$ cat src/hdl/lcr_pkg.sv
package lcr_pkg;

  // Serial frame layout, MSB first
  localparam int unsigned LCR_FRAME_BITS = 16;
  localparam int unsigned LCR_PREFIX_HI = 15;
  localparam int unsigned LCR_PREFIX_LO = 14;
  localparam int unsigned LCR_ADDR_HI = 13;
  localparam int unsigned LCR_ADDR_LO = 9;
  localparam int unsigned LCR_PARITY_POS = 8;
  localparam int unsigned LCR_DATA_HI = 7;
  localparam logic [1:0] LCR_WRITE_PREFIX = 2'h1;

  // Register addresses carried in the first command byte
  localparam logic [4:0] LCR_ADDR_LIN_FIRST = 5'h13;
  localparam logic [4:0] LCR_ADDR_LIN_SECOND = 5'h14;

  // Configuration byte fields
  localparam int unsigned LCR_MODE_HI = 7;
  localparam int unsigned LCR_MODE_LO = 6;
  localparam int unsigned LCR_SLEW_HI = 5;
  localparam int unsigned LCR_SLEW_LO = 4;
  localparam int unsigned LCR_TERM_POS = 2;
  localparam int unsigned LCR_EXT_POS = 0;
  localparam logic [7:0] LCR_USED_MASK = 8'hF5;
  localparam logic [7:0] LCR_CFG_RESET = 8'h00;

  // Pin synchroniser lanes
  localparam int unsigned LCR_NPINS = 7;
  localparam int unsigned LCR_PIN_SCLK = 0;
  localparam int unsigned LCR_PIN_CSN = 1;
  localparam int unsigned LCR_PIN_MOSI = 2;
  localparam int unsigned LCR_PIN_TXD1 = 3;
  localparam int unsigned LCR_PIN_TXD2 = 4;
  localparam int unsigned LCR_PIN_LOW = 5;
  localparam int unsigned LCR_PIN_CANON = 6;
  localparam logic [6:0] LCR_PIN_RESET = 7'h03;

  localparam logic [4:0] LCR_CNT_MAX = 5'h1F;

  typedef enum logic [1:0] {
    LCR_MODE_OFF = 2'b00,
    LCR_MODE_UNUSED = 2'b01,
    LCR_MODE_WAKE = 2'b10,
    LCR_MODE_TRX = 2'b11
  } lcr_mode_t;

  typedef enum logic [1:0] {
    LCR_SLEW_20K = 2'b00,
    LCR_SLEW_10K = 2'b01,
    LCR_SLEW_FAST = 2'b10
  } lcr_slew_t;

endpackage : lcr_pkg

$ cat src/hdl/lcr_channel.sv
`timescale 1ns/100ps
`default_nettype none

module lcr_channel
  import lcr_pkg::*;
(
  input wire logic clk_i,
  input wire logic rst_n_i,
  input wire logic ce_i,
  input wire logic [7:0] cfg_i,
  input wire logic supply_low_i,
  input wire logic can_on_i,
  output logic trx_en_o,
  output logic wake_en_o,
  output logic [1:0] slew_o,
  output logic term_en_o,
  output logic force_rec_o
);

  typedef struct packed {
    logic trx;
    logic wake;
    logic [1:0] slew;
    logic term;
    logic force_rec;
  } lcr_ch_t;

  lcr_ch_t ch_reg;
  lcr_ch_t ch_next;

  always_comb begin
    ch_next = ch_reg;
    case (lcr_mode_t'(cfg_i[LCR_MODE_HI:LCR_MODE_LO]))
      LCR_MODE_TRX: begin
        ch_next.trx = 1'b1;
        ch_next.wake = 1'b0;
      end
      LCR_MODE_WAKE: begin
        ch_next.trx = 1'b0;
        ch_next.wake = 1'b1;
      end
      default: begin
        ch_next.trx = 1'b0;
        ch_next.wake = 1'b0;
      end
    endcase
    case (cfg_i[LCR_SLEW_HI:LCR_SLEW_LO])
      2'b00: ch_next.slew = LCR_SLEW_20K;
      2'b01: ch_next.slew = LCR_SLEW_10K;
      default: ch_next.slew = LCR_SLEW_FAST;
    endcase
    ch_next.term = cfg_i[LCR_TERM_POS];
    // Without extension the bus drops at low half supply; with it the
    // transceiver runs on until the CAN supply regulator goes off
    if (cfg_i[LCR_EXT_POS]) begin
      ch_next.force_rec = !can_on_i;
    end else begin
      ch_next.force_rec = supply_low_i;
    end
  end

  always_ff @(posedge clk_i or negedge rst_n_i) begin
    if (!rst_n_i) begin
      ch_reg <= '0;
    end else if (ce_i) begin
      ch_reg <= ch_next;
    end
  end

  assign trx_en_o = ch_reg.trx;
  assign wake_en_o = ch_reg.wake;
  assign slew_o = ch_reg.slew;
  assign term_en_o = ch_reg.term;
  assign force_rec_o = ch_reg.force_rec;

endmodule : lcr_channel

`default_nettype wire

$ cat src/hdl/lcr_top.sv
`timescale 1ns/100ps
`default_nettype none

module lcr_top
  import lcr_pkg::*;
(
  input wire logic MCLK_I,
  input wire logic RESETN_I,
  input wire logic CE_I,
  input wire logic SPI_SCLK_I,
  input wire logic SPI_CS_N_I,
  input wire logic SPI_MOSI_I,
  output logic SPI_MISO_O,
  output logic SPI_MISO_OE_O,
  input wire logic LIN1_TXD_I,
  input wire logic LIN2_TXD_I,
  input wire logic SUPPLY_HALF_LOW_I,
  input wire logic CAN_SUPPLY_REGULATOR_ON_I,
  output logic LIN1_TRX_EN_O,
  output logic LIN1_WAKE_EN_O,
  output logic [1:0] LIN1_SLEW_O,
  output logic LIN1_TERM_EN_O,
  output logic LIN1_FORCE_REC_O,
  output logic LIN2_TRX_EN_O,
  output logic LIN2_WAKE_EN_O,
  output logic [1:0] LIN2_SLEW_O,
  output logic LIN2_TERM_EN_O,
  output logic LIN2_FORCE_REC_O
);

  ////////////////////////////////////////////////////////////////////////////

  typedef struct packed {
    // Pin filter: three sampling stages and the accepted level
    logic [LCR_NPINS-1:0] s0;
    logic [LCR_NPINS-1:0] s1;
    logic [LCR_NPINS-1:0] s2;
    logic [LCR_NPINS-1:0] flt;
    // Serial shifters and the count of rising serial clock edges
    logic [LCR_FRAME_BITS-1:0] sh_in;
    logic [LCR_FRAME_BITS-1:0] sh_out;
    logic [4:0] cnt;
    logic miso;
    logic miso_oe;
    // Stored configuration bytes
    logic [7:0] cfg1;
    logic [7:0] cfg2;
  } lcr_top_t;

  lcr_top_t st_reg;
  lcr_top_t st_next;

  logic [LCR_NPINS-1:0] pins;
  logic sck_rise;
  logic sck_fall;
  logic cs_start;
  logic cs_end;
  logic [4:0] wr_addr;
  logic [7:0] wr_data;
  logic frame_ok;
  // Per-channel write strobes, valid only in the cycle chip select ends
  logic wr_first;
  logic wr_second;

  assign pins = {CAN_SUPPLY_REGULATOR_ON_I, SUPPLY_HALF_LOW_I, LIN2_TXD_I,
                 LIN1_TXD_I, SPI_MOSI_I, SPI_CS_N_I, SPI_SCLK_I};

  ////////////////////////////////////////////////////////////////////////////

  // Applies a write to one channel register. Unused bits are dropped, and a
  // transmit/receive request with a dominant transmit input keeps the old
  // mode, so an off channel stays off.
  function automatic logic [7:0] cfg_write(input logic [7:0] old_cfg,
                                           input logic [7:0] data,
                                           input logic txd_recessive);
    logic [7:0] v;
    v = data & LCR_USED_MASK;
    if (v[LCR_MODE_HI:LCR_MODE_LO] == LCR_MODE_TRX && !txd_recessive) begin
      v[LCR_MODE_HI:LCR_MODE_LO] = old_cfg[LCR_MODE_HI:LCR_MODE_LO];
    end
    return v;
  endfunction : cfg_write

  ////////////////////////////////////////////////////////////////////////////

  // Frame handling. Chip select, serial clock and data are sampled through
  // the pin filter, so every serial edge is seen about four system clocks
  // late; the serial clock must stay in each level for at least two system
  // clocks or an edge is lost. Data is taken on rising serial clock edges and
  // the readback word moves on falling ones. A write lands only when chip
  // select rises after exactly sixteen rising edges, so a host that gives up
  // halfway leaves both registers untouched.
  always_comb begin
    st_next = st_reg;
    // Three-stage sampling; a level counts once stages two and three agree
    st_next.s0 = pins;
    st_next.s1 = st_reg.s0;
    st_next.s2 = st_reg.s1;
    for (int i = 0; i < LCR_NPINS; i++) begin
      if (st_reg.s1[i] == st_reg.s2[i]) begin
        st_next.flt[i] = st_reg.s2[i];
      end
    end
    // An edge is only reported between two filtered values, never from the
    // raw pin, so a glitch shorter than two system clocks is ignored
    sck_rise = !st_reg.flt[LCR_PIN_SCLK] && st_next.flt[LCR_PIN_SCLK];
    sck_fall = st_reg.flt[LCR_PIN_SCLK] && !st_next.flt[LCR_PIN_SCLK];
    cs_start = st_reg.flt[LCR_PIN_CSN] && !st_next.flt[LCR_PIN_CSN];
    cs_end = !st_reg.flt[LCR_PIN_CSN] && st_next.flt[LCR_PIN_CSN];
    wr_addr = st_reg.sh_in[LCR_ADDR_HI:LCR_ADDR_LO];
    wr_data = st_reg.sh_in[LCR_DATA_HI:0];
    // Parity in bit 8 is not checked; a frame of the wrong length is dropped
    frame_ok = (st_reg.cnt == 5'(LCR_FRAME_BITS)) &&
               (st_reg.sh_in[LCR_PREFIX_HI:LCR_PREFIX_LO] ==
                LCR_WRITE_PREFIX);
    wr_first = cs_end && frame_ok &&
               (wr_addr == LCR_ADDR_LIN_FIRST);
    wr_second = cs_end && frame_ok &&
                (wr_addr == LCR_ADDR_LIN_SECOND);

    if (cs_start) begin
      st_next.cnt = '0;
      // Readback of both registers is loaded once per frame; a write in
      // this frame is seen only by the next one
      st_next.sh_out = {st_reg.cfg1, st_reg.cfg2};
      st_next.miso = st_reg.cfg1[7];
      st_next.miso_oe = 1'b1;
    end else if (!st_reg.flt[LCR_PIN_CSN]) begin
      if (sck_rise) begin
        st_next.sh_in = {st_reg.sh_in[LCR_FRAME_BITS-2:0],
                         st_reg.flt[LCR_PIN_MOSI]};
        // The count saturates so an overlong frame cannot wrap back to 16
        if (st_reg.cnt != LCR_CNT_MAX) begin
          st_next.cnt = st_reg.cnt + 5'd1;
        end
      end
      if (sck_fall) begin
        st_next.sh_out = {st_reg.sh_out[LCR_FRAME_BITS-2:0], 1'b0};
        st_next.miso = st_reg.sh_out[LCR_FRAME_BITS-2];
      end
    end
    if (cs_end) begin
      st_next.miso_oe = 1'b0;
      st_next.miso = 1'b0;
      if (wr_first) begin
        st_next.cfg1 = cfg_write(st_reg.cfg1, wr_data,
                                 st_reg.flt[LCR_PIN_TXD1]);
      end
      if (wr_second) begin
        st_next.cfg2 = cfg_write(st_reg.cfg2, wr_data,
                                 st_reg.flt[LCR_PIN_TXD2]);
      end
    end
  end

  // A low clock enable freezes filter, shifters and registers alike; a frame
  // that overlaps it misses edges and is then dropped as too short
  always_ff @(posedge MCLK_I or negedge RESETN_I) begin
    if (!RESETN_I) begin
      st_reg <= '0;
      // Filter stages start with chip select and serial clock high, so no
      // frame is seen to start as reset ends
      st_reg.s0 <= LCR_PIN_RESET;
      st_reg.s1 <= LCR_PIN_RESET;
      st_reg.s2 <= LCR_PIN_RESET;
      st_reg.flt <= LCR_PIN_RESET;
      st_reg.cfg1 <= LCR_CFG_RESET;
      st_reg.cfg2 <= LCR_CFG_RESET;
    end else if (CE_I) begin
      st_reg <= st_next;
    end
  end

  // The readback pin is driven only while chip select is low
  assign SPI_MISO_O = st_reg.miso;
  assign SPI_MISO_OE_O = st_reg.miso_oe;

  ////////////////////////////////////////////////////////////////////////////

  // Both channels share the supply pins but each owns its register, so a
  // write to one never disturbs the other
  // The CAN regulator input is relied on to be on before LIN use
  lcr_channel u_first_channel (
    .clk_i(MCLK_I),
    .rst_n_i(RESETN_I),
    .ce_i(CE_I),
    .cfg_i(st_reg.cfg1),
    .supply_low_i(st_reg.flt[LCR_PIN_LOW]),
    .can_on_i(st_reg.flt[LCR_PIN_CANON]),
    .trx_en_o(LIN1_TRX_EN_O),
    .wake_en_o(LIN1_WAKE_EN_O),
    .slew_o(LIN1_SLEW_O),
    .term_en_o(LIN1_TERM_EN_O),
    .force_rec_o(LIN1_FORCE_REC_O)
  );

  lcr_channel u_second_channel (
    .clk_i(MCLK_I),
    .rst_n_i(RESETN_I),
    .ce_i(CE_I),
    .cfg_i(st_reg.cfg2),
    .supply_low_i(st_reg.flt[LCR_PIN_LOW]),
    .can_on_i(st_reg.flt[LCR_PIN_CANON]),
    .trx_en_o(LIN2_TRX_EN_O),
    .wake_en_o(LIN2_WAKE_EN_O),
    .slew_o(LIN2_SLEW_O),
    .term_en_o(LIN2_TERM_EN_O),
    .force_rec_o(LIN2_FORCE_REC_O)
  );

endmodule : lcr_top

`default_nettype wire

$ cat config.mk
export PLATFORM = sky130hd
export DESIGN_NAME = lcr_top
export DESIGN_NICKNAME = d
export VERILOG_FILES = /design/src/hdl/lcr_pkg.sv /design/src/hdl/lcr_channel.sv /design/src/hdl/lcr_top.sv
export SDC_FILE = /design/constraint.sdc
export NUM_CORES = 1
export LEC_CHECK = 0
export BUFFER_PORTS_ARGS = -buffer_cell sky130_fd_sc_hd__clkbuf_2
export CORE_ASPECT_RATIO = 0.5
export CORE_MARGIN = 3
export CORE_UTILIZATION = 60
export CTS_CLUSTER_SIZE = 10
export DETAILED_ROUTE_END_ITERATION = 10
export GPL_TIMING_DRIVEN = 1
export PLACE_DENSITY_LB_ADDON = 0.25
export SLEW_MARGIN = 15
export SYNTH_ARGS = -nofsm -noshare
export SYNTH_HDL_FRONTEND = slang
export SYNTH_HIERARCHICAL = 1
export SYNTH_SLANG_ARGS = --single-unit
$ cat constraint.sdc
create_clock -name MCLK_I -period 2.4 [get_ports MCLK_I]
set_input_delay 0.48 -clock MCLK_I [delete_from_list [all_inputs] [get_ports MCLK_I]]
set_output_delay 0.48 -clock MCLK_I [all_outputs]
set_load 0.01 [all_outputs]
Yosys cells after proc, flatten, opt, wreduce, memory -nomap -nowiden
Index checks and enable logic that the tools add are counted.

Output and inout port bits: 14. Logic and storage cells: 112. Register bits after elaboration: 90. Input port bits: 10.

Reduce and logical (&&, ||, !) cells: 38. Bitwise gates (word level): 4. Multiplexer cells: 20. Add/subtract/negate cells: 1. Eq/ne operators: 21.

Operators with widths (number): 21-bit 2-to-1 mux (2); 18-bit 2-to-1 mux (1); 8-bit 2-to-1 mux (2); 2-bit one-hot mux with 2 select lines (4); 4-bit AND reduction (4); 5-bit equality test (second input constant) (3); 15-bit 2-to-1 mux (1); 2-bit AND reduction (6); 3-bit AND reduction (4); 2-bit equality test (second input constant) (5); 1-bit logical AND (10); 5-bit 2-to-1 mux (2); 2-bit nonzero test (4); 1-bit equality test (7); 1-bit zero test (7); 2-bit by 1-bit equality test with 1-bit output (second input constant) (3); 1-bit 2-to-1 mux (6); 5-bit by 1-bit adder with 5-bit output (second input constant) (1); 5-bit != test (second input constant) (1); 2-bit zero test (2); 2-bit 2-to-1 mux (2); 1-bit inverter (4); 3-bit by 1-bit != test with 1-bit output (second input constant) (1); 3-bit nonzero test (1); 2-bit by 1-bit != test with 1-bit output (second input constant) (1).

Logic depth before layout (Yosys ltp)
Depth in word-level cells: 8. Gate-level depth with buffers: 8. Gate-level depth less buffers: 7.

Hierarchy
Netlist, hierarchy kept.

By module, submodules not included: lcr_top (instances 1, seq. area each 1961.9 sq um, cells each 282, area an instance 3379.5 sq um); lcr_channel (instances 2, seq. area each 150.1 sq um, cells each 22, area an instance 261.5 sq um).

Worst setup path after synthesis
No wires, ideal clock.

Path kind: reg2reg. Start: reg st_reg[56] (netlist name). End: reg st_reg[39] (netlist name). Data required time: 2275 ps. Library setup time: 125 ps. Arrival: 2045 ps. Period minus slack after synthesis: 2169 ps. Path buffers: 2. Path slack: 231 ps. Cell stages (with the launch flop): 8. Cell sequence: dfstp_2 > maj3_1 > inv_1 > ha_1 > or3_2 > buf_6 > buf_6 > mux2_2.

RTL lines: from (decl) (RTL line lcr_top.sv:50) `lcr_top_t st_reg;`; from (signal assigned) (RTL line lcr_top.sv:170) `st_reg <= st_next;`.

==> results_dict.tcl <==
set metrics [dict create \
    cp_top_family "flip-flops" \
    cts_tree "built" \
    path_clk_slew_ns 0.06 \
    root_buffer "clkbuf_16" \
    die_h_um 63 \
    maxSlewViolCount 0 \
    final_util_pct 71.1 \
    critPathRequiredTime_ns 2.63 \
    final_net_count 371 \
    p_per_area_nw_per_um2 814 \
    area_delta_synth_final_pct 12.7 \
    r2r_setup_slack_ns 0.09 \
    r2r_end "st_reg[10]" \
    cts_max_level 3 \
    grt_pass1_wl_um 12400 \
    max-slew-margin-rel_pct 71.5 \
    setup_viol 0 \
    worstSetupStartpointType "flip-flop" \
    ys_warn_count 6 \
    start_util_pct 63.1 \
    synth_fp_nets 341 \
    slowest_stage "dfstp_2" \
    antenna_found_initial 0 \
    max_freq_mhz 433 \
    cts_sinks 90 \
    r2r-start "st_reg[56]" \
    grt_overflow 0 \
    hold_viol 0 \
    wl_per_cell_um 16.0 \
    clk_latency_ns 0.35 \
    dieArea_um2 7560 \
    reg2regPathDepth 6 \
    gp_congestion 0.829 \
    slowest_delay_ns 0.60 \
    viasPerCell 5.56 \
    leakagePower_nw 2.02 \
    finClkSkew_ns 0.00616 \
    dpl_cell_area_um2 4110 \
    grt_start_max_net_pins 44 \
    drive_gt1_share_pct 28.1 \
    rows 20 \
    worstSetupPathType "reg -> reg" \
    worst-path-buf-inv 1 \
    syn_inst 325 \
    pin_count 24 \
    antenna_cells 0 \
    die_w_um 120 \
    status "complete, no violations" \
    grt_pass1_vias 2533 \
    stdcell_area_um2 4390 \
    dp_hpwl_um 4930 \
    worstPathMaxFanout 8 \
    drc 0 \
    dr.pass1.iters 4 \
    cts_made_buffers 9 \
    ir_drop_mv 0.590 \
    drtIter0Drc 174 \
    vias 2490 \
    total_power_mw 3.58 \
    tightest_slew_ns 0.428 \
    layout_min_cycle_time_ns 2.31 \
    clk_path_buf_depth 2 \
    hold_slack_ns 0.0753 \
    synth_area_um2 3900 \
    worstHoldPathType "in -> async" \
    endpoint_kind "flip-flop" \
    grt_usage_pct 21.7 \
    largest_reg_flops 62 \
    routed_wl_um 7180 \
    io_buffers 23 \
    cp.arrival_ns 2.54 \
    crit_chain "maj3_1 -> ha_1 -> nand4bb_1 -> nor4_4 -> buf_4 -> mux2_2" \
    grt_setup_unrepaired "false" \
    period_share_pct 96.3 \
    core_um2 6180 \
    max_cap_violations 0 \
    postRouteAntennaNets 0 \
    avgSynthCellArea_um2 12.0 \
]
## final cells by class
type,count,area [µm²]
clock buffers,14,254
clock inverters,2,12.5
fillers,451,1790
inverters,19,71.3
multi-input cells,202,1480
flip-flops and latches,90,2260
well taps,88,110
repair buffers,33,205
## layer usage
metal | track usage [%] | share of wire [%]
met2 | 32.4 | 47
met5 | 0 | 0
met3 | 7.23 | 4.9
met4 | 9.84 | 2.3
met1 | 28.9 | 46
## cells in the final DEF, fill, tap and decap left out, drive strengths merged, types with 6 or more instances in the layout
master  instances
dfstp           8
a21oi          14
buf            11
inv            19
dfrtp          82
clkbuf         36
ha              6
nand3           7
nand2          27
mux2i          11
o21ai          47
nand2b         13
mux2           42
## through the flow
| step | setup WS [ns] | instances | TNS (ns) |
|---|---|---|---|
| finish | 0.0885 | 448 | 0 |
| global route | 0.00863 | 448 | 0 |
| CTS | 0.0132 | 445 | 0 |
| detailed placement | -0.0146 | 429 | -0.0315 |
| global placement | 0.0976 | 429 | 0 |
| floorplan | 0.231 | 325 | 0 |
## how the worst max path moves through the flow
| stage | end | slack, ns | startpoint | cells after the start |
|---|---|---|---|---|
| 2_1_floorplan | st_reg[39] | 0.23 | st_reg[56] | 7 |
| 3_3_place_gp | st_reg[5] | 0.1 | st_reg[56] | 5 |
| 3_5_place_dp | st_reg[2] | -0.01 | st_reg[56] | 5 |
| 4_1_cts | st_reg[10] | 0.01 | st_reg[56] | 5 |
| 5_1_grt | st_reg[10] | 0.009 | st_reg[56] | 6 |
| 6_report | st_reg[10] | 0.09 | st_reg[56] | 6 |
## report_power, final
part | switching [mW] | internal (mW) | total [mW]
clock | 0.543 | 0.729 | 1.27
sequential | 0.138 | 1.69 | 1.82
combinational | 0.262 | 0.219 | 0.480
## worst register-to-register path, cell delays in order (launching register included)
cell and delay (ns):
dfstp_2 0.60, maj3_1 0.27, ha_1 0.25, nand4bb_1 0.25, nor4_4 0.30, buf_4 0.18, mux2_2 0.34
## repair_timing
item | 4_1_cts | 5_1_grt
hold buffers | 0 | 0
pin swaps | 1 | 0
hold endpoints to repair | 0 | 0
endpoints found under the setup margin | 4 | 10
resized for setup | 0 | 0
buffers inserted | 0 | 3
(Power assumes the default switching activity.)
